$ cat config.mk
export PLATFORM = sky130hd
export DESIGN_NAME = apwm_top
export DESIGN_NICKNAME = d
export VERILOG_FILES = /design/src/rtl/apwm_pkg.sv /design/src/rtl/apwm_top.sv /design/src/rtl/apwm_tick.sv
export VERILOG_INCLUDE_DIRS = /design/src /design/src/rtl
export SDC_FILE = /design/constraint.sdc
export NUM_CORES = 1
export LEC_CHECK = 0
export CAP_MARGIN = 20
export CORE_ASPECT_RATIO = 1.4
export CORE_MARGIN = 4
export CORE_UTILIZATION = 60
export DETAILED_ROUTE_END_ITERATION = 6
export DONT_BUFFER_PORTS = 1
export PLACE_DENSITY = 0.76
export SLEW_MARGIN = 15
export SYNTH_ARGS = -nofsm -noshare
export SYNTH_HDL_FRONTEND = slang
export SYNTH_SLANG_ARGS = --single-unit
$ cat constraint.sdc
create_clock -name CLK -period 24.7 [get_ports CLK]
set_input_delay 0 -clock CLK [delete_from_list [all_inputs] [get_ports CLK]]
set_output_delay 0 -clock CLK [all_outputs]
set_load 0.02 [all_outputs]
$ cat src/rtl/apwm_defines.svh
// Timing constants, register addresses and bit positions for the axis pulse modulator.
`ifndef APWM_DEFINES_SVH
`define APWM_DEFINES_SVH

`define APWM_CLK_HZ        125000000
`define APWM_TICK_MS       1
`define APWM_TICK_CYCLES   ((`APWM_CLK_HZ / 1000) * `APWM_TICK_MS)
`define APWM_CYCLE_MIN     16'h0001
`define APWM_CYCLE_MAX     16'h4E20
`define APWM_OFF_MAX       16'h0064
`define APWM_NUM_AXES      2

`define APWM_ADR_CTRL      32'h0000_0000
`define APWM_ADR_CYCLE     32'h0000_0004
`define APWM_ADR_STATUS    32'h0000_0008
`define APWM_ADR_POS0      32'h0000_000C
`define APWM_ADR_POS1      32'h0000_0010

`define APWM_CTRL_START    0
`define APWM_CTRL_AXIS     1
`define APWM_CTRL_FCLR     2
`define APWM_CTRL_HALT     3
`define APWM_CTRL_UHALT    4
`define APWM_CTRL_FAULT0   8
`define APWM_CTRL_FAULT1   9
`define APWM_CYC_LSB       0
`define APWM_OFF_LSB       16

`define APWM_ST_OUT0       0
`define APWM_ST_OUT1       1
`define APWM_ST_OPER0      2
`define APWM_ST_OPER1      3
`define APWM_ST_STEADY0    4
`define APWM_ST_STEADY1    5
`define APWM_ST_OPFAULT    8

`endif

$ cat src/rtl/apwm_pkg.sv
// Types shared by the axis pulse modulator.
package apwm_pkg;
  typedef enum logic [1:0]
  {
    APWM_IDLE = 2'b00,
    APWM_ON   = 2'b01,
    APWM_OFF  = 2'b11,
    APWM_HOLD = 2'b10
  } apwm_state_t;
endpackage

$ cat src/rtl/apwm_top.sv
// Two-axis pulse width modulated output with a Wishbone register slave.
// Behaviour
// - Axis index 0 or 1 accepted; other values raise operand fault, nothing starts.
// - Pulse train runs on the chosen axis only while start stays high.
// - Period equals programmed cycle in milliseconds, range 1 to 20000.
// - Off fraction of each period equals programmed off percentage, 0 to 100.
// - Axis position count stays unchanged while modulated output is active.
// - Steady-rate and in-operation bits of the axis set while active.
// - Other motion commands and travel limits are ignored while output runs.
// - Halt and urgent halt are ignored; dropping start stops the output.
// - Cycle changes during a running output do not affect it.
// - Start refused on an axis already operating or in fault.
//
// Added by the designer: the placing of the registers and the Wishbone register port.
`timescale 1ns/1ps
`default_nettype none
`include "apwm_defines.svh"
module apwm_top #(
  parameter int TICK_CYCLES = `APWM_TICK_CYCLES
) (
  input  wire logic        CLK,
  input  wire logic        NRST,
  input  wire logic        CYC_I,
  input  wire logic        STB_I,
  input  wire logic        WE_I,
  input  wire logic [31:0] ADR_I,
  input  wire logic [3:0]  SEL_I,
  input  wire logic [31:0] DAT_I,
  output logic      [31:0] DAT_O,
  output logic             ACK_O,
  input  wire logic [1:0]  MOTION_BUSY,
  input  wire logic [1:0]  POS_STEP,
  input  wire logic [1:0]  LIMIT_HIT,
  output logic      [1:0]  AXIS_OUT
);
  // ==========================================================
  // Register state
  logic [15:0] ctrl_q, ctrl_d;
  logic [15:0] cyc_q, cyc_d;
  logic [15:0] offp_q, offp_d;
  logic        opf_q, opf_d;
  logic        ack_q, ack_d;
  logic [31:0] dat_q, dat_d;
  logic [31:0] pos_q [2];
  logic [31:0] pos_d [2];
  logic        lim_q [2];
  logic        lim_d [2];

  // ==========================================================
  // Modulator state
  apwm_pkg::apwm_state_t st_q, st_d;
  logic        ax_q, ax_d;
  logic [15:0] on_ms_q, on_ms_d;
  logic [15:0] per_ms_q, per_ms_d;
  logic [15:0] ms_q, ms_d;
  logic [1:0]  out_q, out_d;
  logic        tick;
  logic        start_rise;
  logic        start_q, start_d;
  logic        active;
  logic        wr;
  logic [1:0]  fault;
  logic [31:0] on_prod;

  assign wr       = CYC_I && STB_I && WE_I && !ack_q;
  assign active   = (st_q != apwm_pkg::APWM_IDLE) && (st_q != apwm_pkg::APWM_HOLD);
  assign fault[0] = ctrl_q[`APWM_CTRL_FAULT0];
  assign fault[1] = ctrl_q[`APWM_CTRL_FAULT1];
  assign start_rise = ctrl_q[`APWM_CTRL_START] && !start_q;
  assign on_prod  = 32'(cyc_q) * 32'(16'h0064 - offp_q);

  apwm_tick #(.DIV(TICK_CYCLES)) u_tick (
    .CLK   (CLK),
    .NRST  (NRST),
    .clear (start_rise),
    .tick  (tick)
  );

  // ==========================================================
  // Wishbone slave, one wait state, ack drops after one cycle
  always_comb
  begin
    ctrl_d = ctrl_q;
    cyc_d  = cyc_q;
    offp_d = offp_q;
    ack_d  = CYC_I && STB_I && !ack_q;
    dat_d  = dat_q;
    // Halt, urgent halt and fault-clear bits stand for one cycle after their write, then clear.
    // Halt has no effect while modulating.
    // halt ignored here
    ctrl_d[`APWM_CTRL_HALT]  = 1'b0;
    ctrl_d[`APWM_CTRL_UHALT] = 1'b0;
    ctrl_d[`APWM_CTRL_FCLR]  = 1'b0;
    if (wr && ADR_I == `APWM_ADR_CTRL)
    begin
      if (SEL_I[0])
        ctrl_d[7:0] = DAT_I[7:0];
      if (SEL_I[1])
        ctrl_d[15:8] = DAT_I[15:8];
    end
    if (wr && ADR_I == `APWM_ADR_CYCLE)
    begin
      if (SEL_I[0])
        cyc_d[7:0] = DAT_I[7:0];
      if (SEL_I[1])
        cyc_d[15:8] = DAT_I[15:8];
      if (SEL_I[2])
        offp_d[7:0] = DAT_I[23:16];
      if (SEL_I[3])
        offp_d[15:8] = DAT_I[31:24];
    end
    if (CYC_I && STB_I && !WE_I && !ack_q)
    begin
      unique case (ADR_I)
        `APWM_ADR_CTRL:   dat_d = {16'h0000, ctrl_q};
        `APWM_ADR_CYCLE:  dat_d = {offp_q, cyc_q};
        `APWM_ADR_STATUS: dat_d = {23'h000000, opf_q, lim_q[1], lim_q[0],
                                   active && ax_q,
                                   active && !ax_q, active && ax_q,
                                   active && !ax_q, out_q};
        `APWM_ADR_POS0:   dat_d = pos_q[0];
        `APWM_ADR_POS1:   dat_d = pos_q[1];
        default:          dat_d = 32'h0000_0000;
      endcase
    end
  end

  assign ACK_O = ack_q;
  assign DAT_O = dat_q;

  // ==========================================================
  // Position counters and limit latches
  always_comb
  begin
    for (int i = 0; i < `APWM_NUM_AXES; i++)
    begin
      pos_d[i] = pos_q[i];
      lim_d[i] = lim_q[i];
      if (!(active && ax_q == 1'(i)) && POS_STEP[i])
        pos_d[i] = pos_q[i] + 32'h0000_0001;
      if (!(active && ax_q == 1'(i)) && LIMIT_HIT[i])
        lim_d[i] = 1'b1;
    end
  end

  // ==========================================================
  // Modulator sequencing
  always_comb
  begin
    st_d     = st_q;
    ax_d     = ax_q;
    on_ms_d  = on_ms_q;
    per_ms_d = per_ms_q;
    ms_d     = ms_q;
    out_d    = out_q;
    opf_d    = opf_q;
    start_d  = ctrl_q[`APWM_CTRL_START];
    if (ctrl_q[`APWM_CTRL_FCLR])
      opf_d = 1'b0;
    unique case (st_q)
      apwm_pkg::APWM_IDLE:
      begin
        out_d = 2'b00;
        if (start_rise)
        begin
          if (ctrl_q[7:1] > 7'h01)
            opf_d = 1'b1;
          else if (MOTION_BUSY[ctrl_q[`APWM_CTRL_AXIS]] ||
                   fault[ctrl_q[`APWM_CTRL_AXIS]] ||
                   cyc_q < `APWM_CYCLE_MIN || cyc_q > `APWM_CYCLE_MAX ||
                   offp_q > `APWM_OFF_MAX)
            st_d = apwm_pkg::APWM_HOLD;
          else
          begin
            ax_d     = ctrl_q[`APWM_CTRL_AXIS];
            per_ms_d = cyc_q;
            on_ms_d  = 16'(on_prod / 32'h0000_0064);
            ms_d     = 16'h0000;
            st_d     = (16'(on_prod / 32'h0000_0064) == 16'h0000) ?
                       apwm_pkg::APWM_OFF : apwm_pkg::APWM_ON;
          end
        end
        else if (ctrl_q[`APWM_CTRL_START])
          st_d = apwm_pkg::APWM_HOLD;
      end
      apwm_pkg::APWM_ON, apwm_pkg::APWM_OFF:
      begin
        out_d        = 2'b00;
        out_d[ax_q]  = (st_q == apwm_pkg::APWM_ON);
        if (tick)
        begin
          ms_d = ms_q + 16'h0001;
          if (ms_q + 16'h0001 >= per_ms_q)
          begin
            ms_d = 16'h0000;
            st_d = (on_ms_q == 16'h0000) ? apwm_pkg::APWM_OFF
                                         : apwm_pkg::APWM_ON;
          end
          else if (ms_q + 16'h0001 >= on_ms_q)
            st_d = apwm_pkg::APWM_OFF;
        end
        if (!ctrl_q[`APWM_CTRL_START])
        begin
          st_d  = apwm_pkg::APWM_IDLE;
          out_d = 2'b00;
        end
      end
      apwm_pkg::APWM_HOLD:
      begin
        out_d = 2'b00;
        if (!ctrl_q[`APWM_CTRL_START])
          st_d = apwm_pkg::APWM_IDLE;
      end
    endcase
  end

  assign AXIS_OUT = out_q;

  always_ff @(posedge CLK or negedge NRST)
  begin
    if (!NRST)
    begin
      ctrl_q   <= 16'h0000;
      cyc_q    <= 16'h0001;
      offp_q   <= 16'h0000;
      opf_q    <= 1'b0;
      ack_q    <= 1'b0;
      dat_q    <= 32'h0000_0000;
      st_q     <= apwm_pkg::APWM_IDLE;
      ax_q     <= 1'b0;
      on_ms_q  <= 16'h0000;
      per_ms_q <= 16'h0001;
      ms_q     <= 16'h0000;
      out_q    <= 2'b00;
      start_q  <= 1'b0;
      pos_q    <= '{32'h0000_0000, 32'h0000_0000};
      lim_q    <= '{1'b0, 1'b0};
    end
    else
    begin
      ctrl_q   <= ctrl_d;
      cyc_q    <= cyc_d;
      offp_q   <= offp_d;
      opf_q    <= opf_d;
      ack_q    <= ack_d;
      dat_q    <= dat_d;
      st_q     <= st_d;
      ax_q     <= ax_d;
      on_ms_q  <= on_ms_d;
      per_ms_q <= per_ms_d;
      ms_q     <= ms_d;
      out_q    <= out_d;
      start_q  <= start_d;
      pos_q    <= pos_d;
      lim_q    <= lim_d;
    end
  end

  // ==========================================================
  // Assertions
  // bad axis flags fault
  a_bad_axis_fault: assert property (@(posedge CLK)
    disable iff (!NRST)
    (st_q == apwm_pkg::APWM_IDLE && start_rise && ctrl_q[7:1] > 7'h01)
    |=> opf_q && !active) else $error("bad axis did not fault");
  a_stop_on_drop: assert property (@(posedge CLK)
    disable iff (!NRST)
    (active && !ctrl_q[`APWM_CTRL_START]) |=> out_q == 2'b00 && !active)
    else $error("output kept after start dropped");
  a_pos_frozen: assert property (@(posedge CLK)
    disable iff (!NRST)
    (active && $past(active) && ax_q == 1'b0) |-> $stable(pos_q[0]))
    else $error("position changed while active");
  a_refuse_busy: assert property (@(posedge CLK)
    disable iff (!NRST)
    (st_q == apwm_pkg::APWM_IDLE && start_rise && ctrl_q[7:1] <= 7'h01 &&
     MOTION_BUSY[ctrl_q[`APWM_CTRL_AXIS]]) |=> !active)
    else $error("started on a busy axis");
  a_period_held: assert property (@(posedge CLK)
    disable iff (!NRST)
    (active && $past(active)) |-> $stable(per_ms_q))
    else $error("period changed while running");
  a_on_first: assert property (@(posedge CLK)
    disable iff (!NRST)
    ($rose(active) && on_ms_q != 16'h0000) |-> st_q == apwm_pkg::APWM_ON)
    else $error("period did not start on");
  a_full_off: assert property (@(posedge CLK)
    disable iff (!NRST)
    (active && on_ms_q == 16'h0000) |=> out_q == 2'b00)
    else $error("output on with full off duty");
  a_one_axis: assert property (@(posedge CLK)
    disable iff (!NRST)
    out_q != 2'b11) else $error("both axes driven");
  a_on_le_period: assert property (@(posedge CLK)
    disable iff (!NRST)
    active |-> on_ms_q <= per_ms_q) else $error("on phase exceeds period");

  c_run: cover property (@(posedge CLK) disable iff (!NRST)
    st_q == apwm_pkg::APWM_ON ##[1:1000] st_q == apwm_pkg::APWM_OFF);
  c_fault: cover property (@(posedge CLK) disable iff (!NRST) $rose(opf_q));
  c_hold: cover property (@(posedge CLK) disable iff (!NRST)
    st_q == apwm_pkg::APWM_HOLD);
endmodule
`default_nettype wire

$ cat src/rtl/apwm_tick.sv
// Millisecond tick divider for the axis pulse modulator.
`timescale 1ns/1ps
`default_nettype none
module apwm_tick #(
  parameter int DIV = 125000
) (
  input  wire logic CLK,
  input  wire logic NRST,
  input  wire logic clear,
  output logic      tick
);
  logic [31:0] cnt_q;
  logic [31:0] cnt_d;

  always_comb
  begin
    tick  = (cnt_q == 32'(DIV - 1));
    cnt_d = (clear || tick) ? 32'h0000_0000 : cnt_q + 32'h0000_0001;
  end

  always_ff @(posedge CLK or negedge NRST)
  begin
    if (!NRST)
      cnt_q <= 32'h0000_0000;
    else
      cnt_q <= cnt_d;
  end
endmodule
`default_nettype wire

==> results.yml, run 1 <==
logic_synthesis:
  ys_types: 144
  synth_area_leader_cell: "dfrtp_1"
  synth_common_cells: "361 x nand2_1, 293 x inv_1, 232 x dfrtp_1"
  syn_nets: 3700
  synthTopCellsByArea: "dfrtp_1 21%, fa_1 15%, ha_1 6.8%"
  postSynthCellCount: 3258
  ys_async_sr_fraction_pct: 100
  synth_seq_cells: 234
  seq_area_frac_synth_pct: 20.7
  synthesis.area_mm2: 0.0282
  synth_edf_count: 0
  synth.most_common_cell: "nand2_1"
  ys_warn_count: 0
  synth-main-ff-cell: "dfrtp_1"
  synth.avg_cell_area_um2: 8.67
  synth_top_area_share_pct: 20.6
place:
  place_congestion: 0.950
  dp_slack_ps: -416
  dp.cells: 3789
  port_buffers: 0
  dpl_cell_area_mm2: 0.0289
  hpwl_um: 59300
route:
  via_per_inst: 6.56
  wirelength_um: 80600
  wl_per_cell_um: 20.7
  first_pass_iters: 7
  drtIter0Drc: 2079
  vias: 25500
  detail-route-antenna-nets: 0
  drc_errors: 0
cts:
  clockRootBuffer: "clkbuf_16"
  cts_max_level: 1
  clk-insertion-delay-late_ps: 530
  cts-buffers-inserted: 23
  cts.sink_count: 234
  cts_buffer_depth: 3
  clk_pin_slew_ps: 60
  cts_tree: "built"
grt:
  grt_pass1_wl_um: 131000
  antenna_found_initial: 2
  grt_start_max_net_pins: 235
  grt_pass1_vias: 26200
  grt-ovfl-total: 0
  grt_use_total_pct: 30.9
run:
  max_cap_viol_count: 0
worst_hold_path:
  holdCritPathClass: "in2reg"
floorplan:
  die_y_um: 265
  initial_core_util_pct: 61.0
  die_area_mm2: 0.0507
  rows: 93
  io_pins: 114
  fp.dieW_um: 191
  core_mm2: 0.0463
setup_path:
  worst_ep_required_time_ps: 25100
  reg2reg_setup_slack_ps: 920
  critPathArrivalTime_ps: 24180
  path_max_fanout: 15
  start_kind: "register"
  crit_type: "reg2reg"
  cpPeakStageDelay_ps: 610
  crit_slowest_cell: "or4_4"
  crit_path_frequent_cell: "fa_1"
  worstSetupEndpointType: "register"
timing:
  hold_slack_ps: 19.2
  setup-violations-final: 0
  slew_viol_final: 0
  clock_skew_ps: 24.4
  fin_tns_setup_ps: 0
  fmax_mhz: 42.1
  setup_ws_ps: 924
  min_period_ps: 23780
  finalCritPeriodShare_pct: 96.3
  worst_pin_slew_ps: 1110
  slew_headroom_pct: 25.8
  hold_violations: 0
pwr:
  leakage_nw: 14.1
  ir_worst_vdd_v: 0.0000537
  p_per_area_mw_per_mm2: 26.6
cells_and_area:
  drive_gt1_share_pct: 11.2
  nets: 3698
  syn2layout_area_growth_pct: 8.97
  stdcell_area_mm2: 0.0308
  stdcell_count: 3891
status:
  outcome: "complete, no violations"
layer usage:
layer	routed length [µm]	vias to the layer above	share of wire [%]	global-route usage (%)
met5	0	-	0	0
met4	3370	0	4.2	12.1
met3	5160	280	6.4	3.78
met2	41400	1141	51	55.6
met1	30700	12600	38	37.7
li1	-	11500	-	-
critical path: cells and delay by family, from the launching register on:
family                   cells  cell delay [ps]
XOR/XNOR                     4             1130
adder cells (fa/ha/maj)      7             3600
multiplexers                 3              900
AO/OA/AOI/OAI               37            10460
buffers and inverters        6              720
flip-flops                   1              500
AND/OR/NAND/NOR             21             6260
timing repair:
action | CTS | global route
buffers inserted | 0 | 7
gates cloned | 0 | 2
gates resized for setup | 4 | 71
endpoints found under the setup margin | 3 | 5
hold buffers | 48 | 0
endpoints found under the hold margin | 296 | 0
pin swaps | 0 | 6
report_power, final:
part	switching, mW	internal (mW)
registers	0.0153	0.394
logic	0.0197	0.0175
clock network	0.154	0.217
total	0.189	0.628
layout make-up:
class	count	area (µm²)
multi-input cells	2576	21100
fillers	3704	15500
flip-flops and latches	234	5860
repair buffers	127	1110
inverters	294	1100
well taps	617	772
clock buffers	31	646
clock inverters	10	143
diodes	2	5.00
placed cells by master (no fill, tap or decap), types with 65 or more instances in the layout:
cell     Yosys  final
o21ai_0    139    138
fa_1       209    209
a21oi_1    132    129
dfrtp_1    232    232
inv_1      293    293
buf_4        7     78
and2_1     159    156
nand2_1    361    360
xnor2_1    125    119
ha_1       154    154
nor3_1      70     65
nand3_1     94     93
nor2_1     181    180
kinds of logic after synthesis:
family | Yosys count | synth area share (%)
DFF | 234 | 20.7
xor gates and xnor gates | 206 | 6.83
AOI/OAI and AO/OA | 762 | 20.6
buffers and inverters | 450 | 6.20
adders and majority gates | 369 | 21.8
muxes | 69 | 2.72
and+or+nand+nor | 1168 | 21.0
stage by stage:
stage,power [mW],util [%]
finish,0.817,66.5
global route,0.841,66.5
CTS,0.820,65.3
floorplan,0.430,-
global placement,0.435,62.4
detailed placement,0.438,62.4
state kept, by name, summed over array words and instances, names as in the netlist, 2 cells and up:
name          cells
offp_q           16
cyc_q            16
st_q              2
pos_q            64
lim_q             2
DAT_O            32
on_ms_q          16
AXIS_OUT          2
ms_q             16
ctrl_q           16
per_ms_q         16
u_tick.cnt_q     32
final timing paths:
kind	from	to	cells after the start
setup / recovery	offp_q[12]	on_ms_q[0]	78
hold / removal	SEL_I[0]	cyc_q[7]	2
setup reg to reg	offp_q[12]	on_ms_q[0]	78
hold reg to reg	per_ms_q[0]	per_ms_q[0]	2
max in group asynchronous	NRST	on_ms_q[15]	3
min in group asynchronous	NRST	pos_q[50]	2
No activity file was read; power rests on OpenSTA's default activity.
==> inputs of run 2 (changes only) <==
MAX_ROUTING_LAYER = met4   (was default)
==> run 2 against run 1 <==
Against the previous run:
- the run now ends with DRC left
- core utilization down 0.40 points
- design area down 0.60%
- maximum frequency up 0.24%
- sequential share of layout area up 0.11 points
- largest power group unchanged
==> results.yml, run 2 (synthesis gave the netlist of run 1 again) <==
route:
  drc_errors: 5
  detail-route-antenna-nets: 0
  vias: 25300
  first_pass_iters: 7
  via_per_inst: 6.51
  wirelength_um: 78900
  drtIter0Drc: 1945
  wl_per_cell_um: 20.3
place:
  port_buffers: 0
  hpwl_um: 59400
  dp_slack_ps: -477
  place_congestion: 0.937
cells_and_area:
  syn2layout_area_growth_pct: 8.32
  mostFrequentLayoutCell: "nand2_1"
  nets: 3696
  max_flop_register: "pos_q"
  drive_gt1_share_pct: 11.1
  largest_register_ffs: 64
  final_cell_mix: "359 x nand2_1, 293 x inv_1, 232 x dfrtp_1"
cts:
  cts_buffer_depth: 3
  clk_pin_slew_ps: 70
  cts.sink_count: 234
  clk-insertion-delay-late_ps: 540
  cts_tree: "built"
  cts-buffers-inserted: 22
  clockRootBuffer: "clkbuf_16"
  cts_max_level: 1
setup_path:
  start_kind: "register"
  path_max_fanout: 15
  critPathArrivalTime_ps: 24110
  cpPeakStageDelay_ps: 570
  crit_slowest_cell: "fa_1"
  crit_type: "reg2reg"
  worstSetupEndpointType: "register"
  crit_path_frequent_cell: "fa_1"
  worst_ep_required_time_ps: 25100
grt:
  antenna_found_initial: 3
  grt_start_max_net_pins: 235
  grt_pass1_wl_um: 129000
  grt_pass1_vias: 25600
  grt_use_total_pct: 31.4
  grt-ovfl-total: 0
pwr:
  leakage_nw: 14.1
  p_per_area_mw_per_mm2: 26.6
  total_power_uw: 814
  ir_worst_vdd_v: 0.0000555
timing:
  finalCritPeriodShare_pct: 96.0
  fmax_mhz: 42.2
  slew_viol_final: 0
  min_period_ps: 23720
  worst_pin_slew_ps: 1020
  setup_ws_ps: 982
  hold_violations: 0
  clock_skew_ps: 24.5
  slew_headroom_pct: 31.2
  setup-violations-final: 0
floorplan:
  rows: 93
  die_y_um: 265
  io_pins: 114
  die_area_mm2: 0.0507
  core_mm2: 0.0463
  initial_core_util_pct: 61.0
  fp.dieW_um: 191
status:
  violations: "DRC"
  outcome: "complete, but fails checks"
run:
  max_cap_viol_count: 0
worst_hold_path:
  holdCritPathClass: "in2reg"
## run 2: cell count changes in the layout (fill, tap and decap cells not counted), sizes merged, moves of 2 or more
cell         previous run  this run
buf                    80        84
dlygate4sd3            47        44
a211oi                 40        38
inv                   296       294
## run 2: worst max-delay path, delay by kind of cell (launching register included)
family,cells,cell delay (ps)
buf+inv,8,860
flops,1,410
xor+xnor,4,890
compound gates,38,10690
simple gates,20,5790
mux,3,720
fa+ha+maj,9,4140
## run 2: metal layers
metal / vias up / share of wire, % / GRT usage [%] / wire length (µm)
met5: - / 0 / - / 0
met3: 263 / 6.0 / 2.94 / 4730
met4: 0 / 4.1 / 11.1 / 3210
li1: 11500 / - / - / -
met1: 12600 / 39 / 38.1 / 30700
met2: 1007 / 51 / 54.7 / 40300
## run 2: area by class of cell
| cell class | instances | area (µm²) |
|---|---|---|
| diodes | 3 | 7.51 |
| clock buffers | 30 | 642 |
| clock inverters | 10 | 131 |
| fillers | 3761 | 15700 |
| inverters | 294 | 1100 |
| multi-input cells | 2574 | 21000 |
| flip-flops and latches | 234 | 5860 |
| well taps | 617 | 772 |
| repair buffers | 128 | 1120 |
## run 2: report_power, final
| part | leakage, nW | switching (mW) | internal [mW] | total, mW |
|---|---|---|---|---|
| Combinational | 10.6 | 0.0193 | 0.0174 | 0.0366 |
| Sequential | 3.10 | 0.0149 | 0.394 | 0.409 |
| Clock | 0.382 | 0.154 | 0.214 | 0.368 |
## run 2: path summary, 6_finish.rpt
kind	startpoint	end	slack, ps	cells after the start
worst max-delay path	offp_q[1]	on_ms_q[0]	980	82
worst min-delay path	SEL_I[0]	ctrl_q[6]	0.7	2
worst max register to register	offp_q[1]	on_ms_q[0]	980	82
worst min register to register	u_tick.cnt_q[0]	u_tick.cnt_q[0]	460	1
max in group asynchronous	NRST	u_tick.cnt_q[19]	23500	3
min in group asynchronous	NRST	pos_q[18]	100	2
## run 2: repair_timing
item / CTS / global route
hold buffers: 45 / 0
buffers inserted: 0 / 10
endpoints found under the hold margin: 296 / 0
endpoints found under the setup margin: 3 / 5
pin swaps: 0 / 7
gates resized for setup: 3 / 57
## run 2: stage by stage
| step | std cells | hold WS, ps | instance area (µm²) | util (%) | setup TNS (ps) |
|---|---|---|---|---|---|
| 3_5_place_dp | 3789 | -291 | 28900 | 62.4 | -1100 |
| 2_1_floorplan | 3258 | -296 | 28200 | - | 0 |
| 5_1_grt | 3890 | 15.8 | 30600 | 66.1 | -144 |
| 4_1_cts | 3874 | 0.963 | 30200 | 65.1 | 0 |
| 3_3_place_gp | 3789 | -291 | 28900 | 62.4 | 0 |
| 6_report | 3890 | 0.658 | 30600 | 66.1 | 0 |
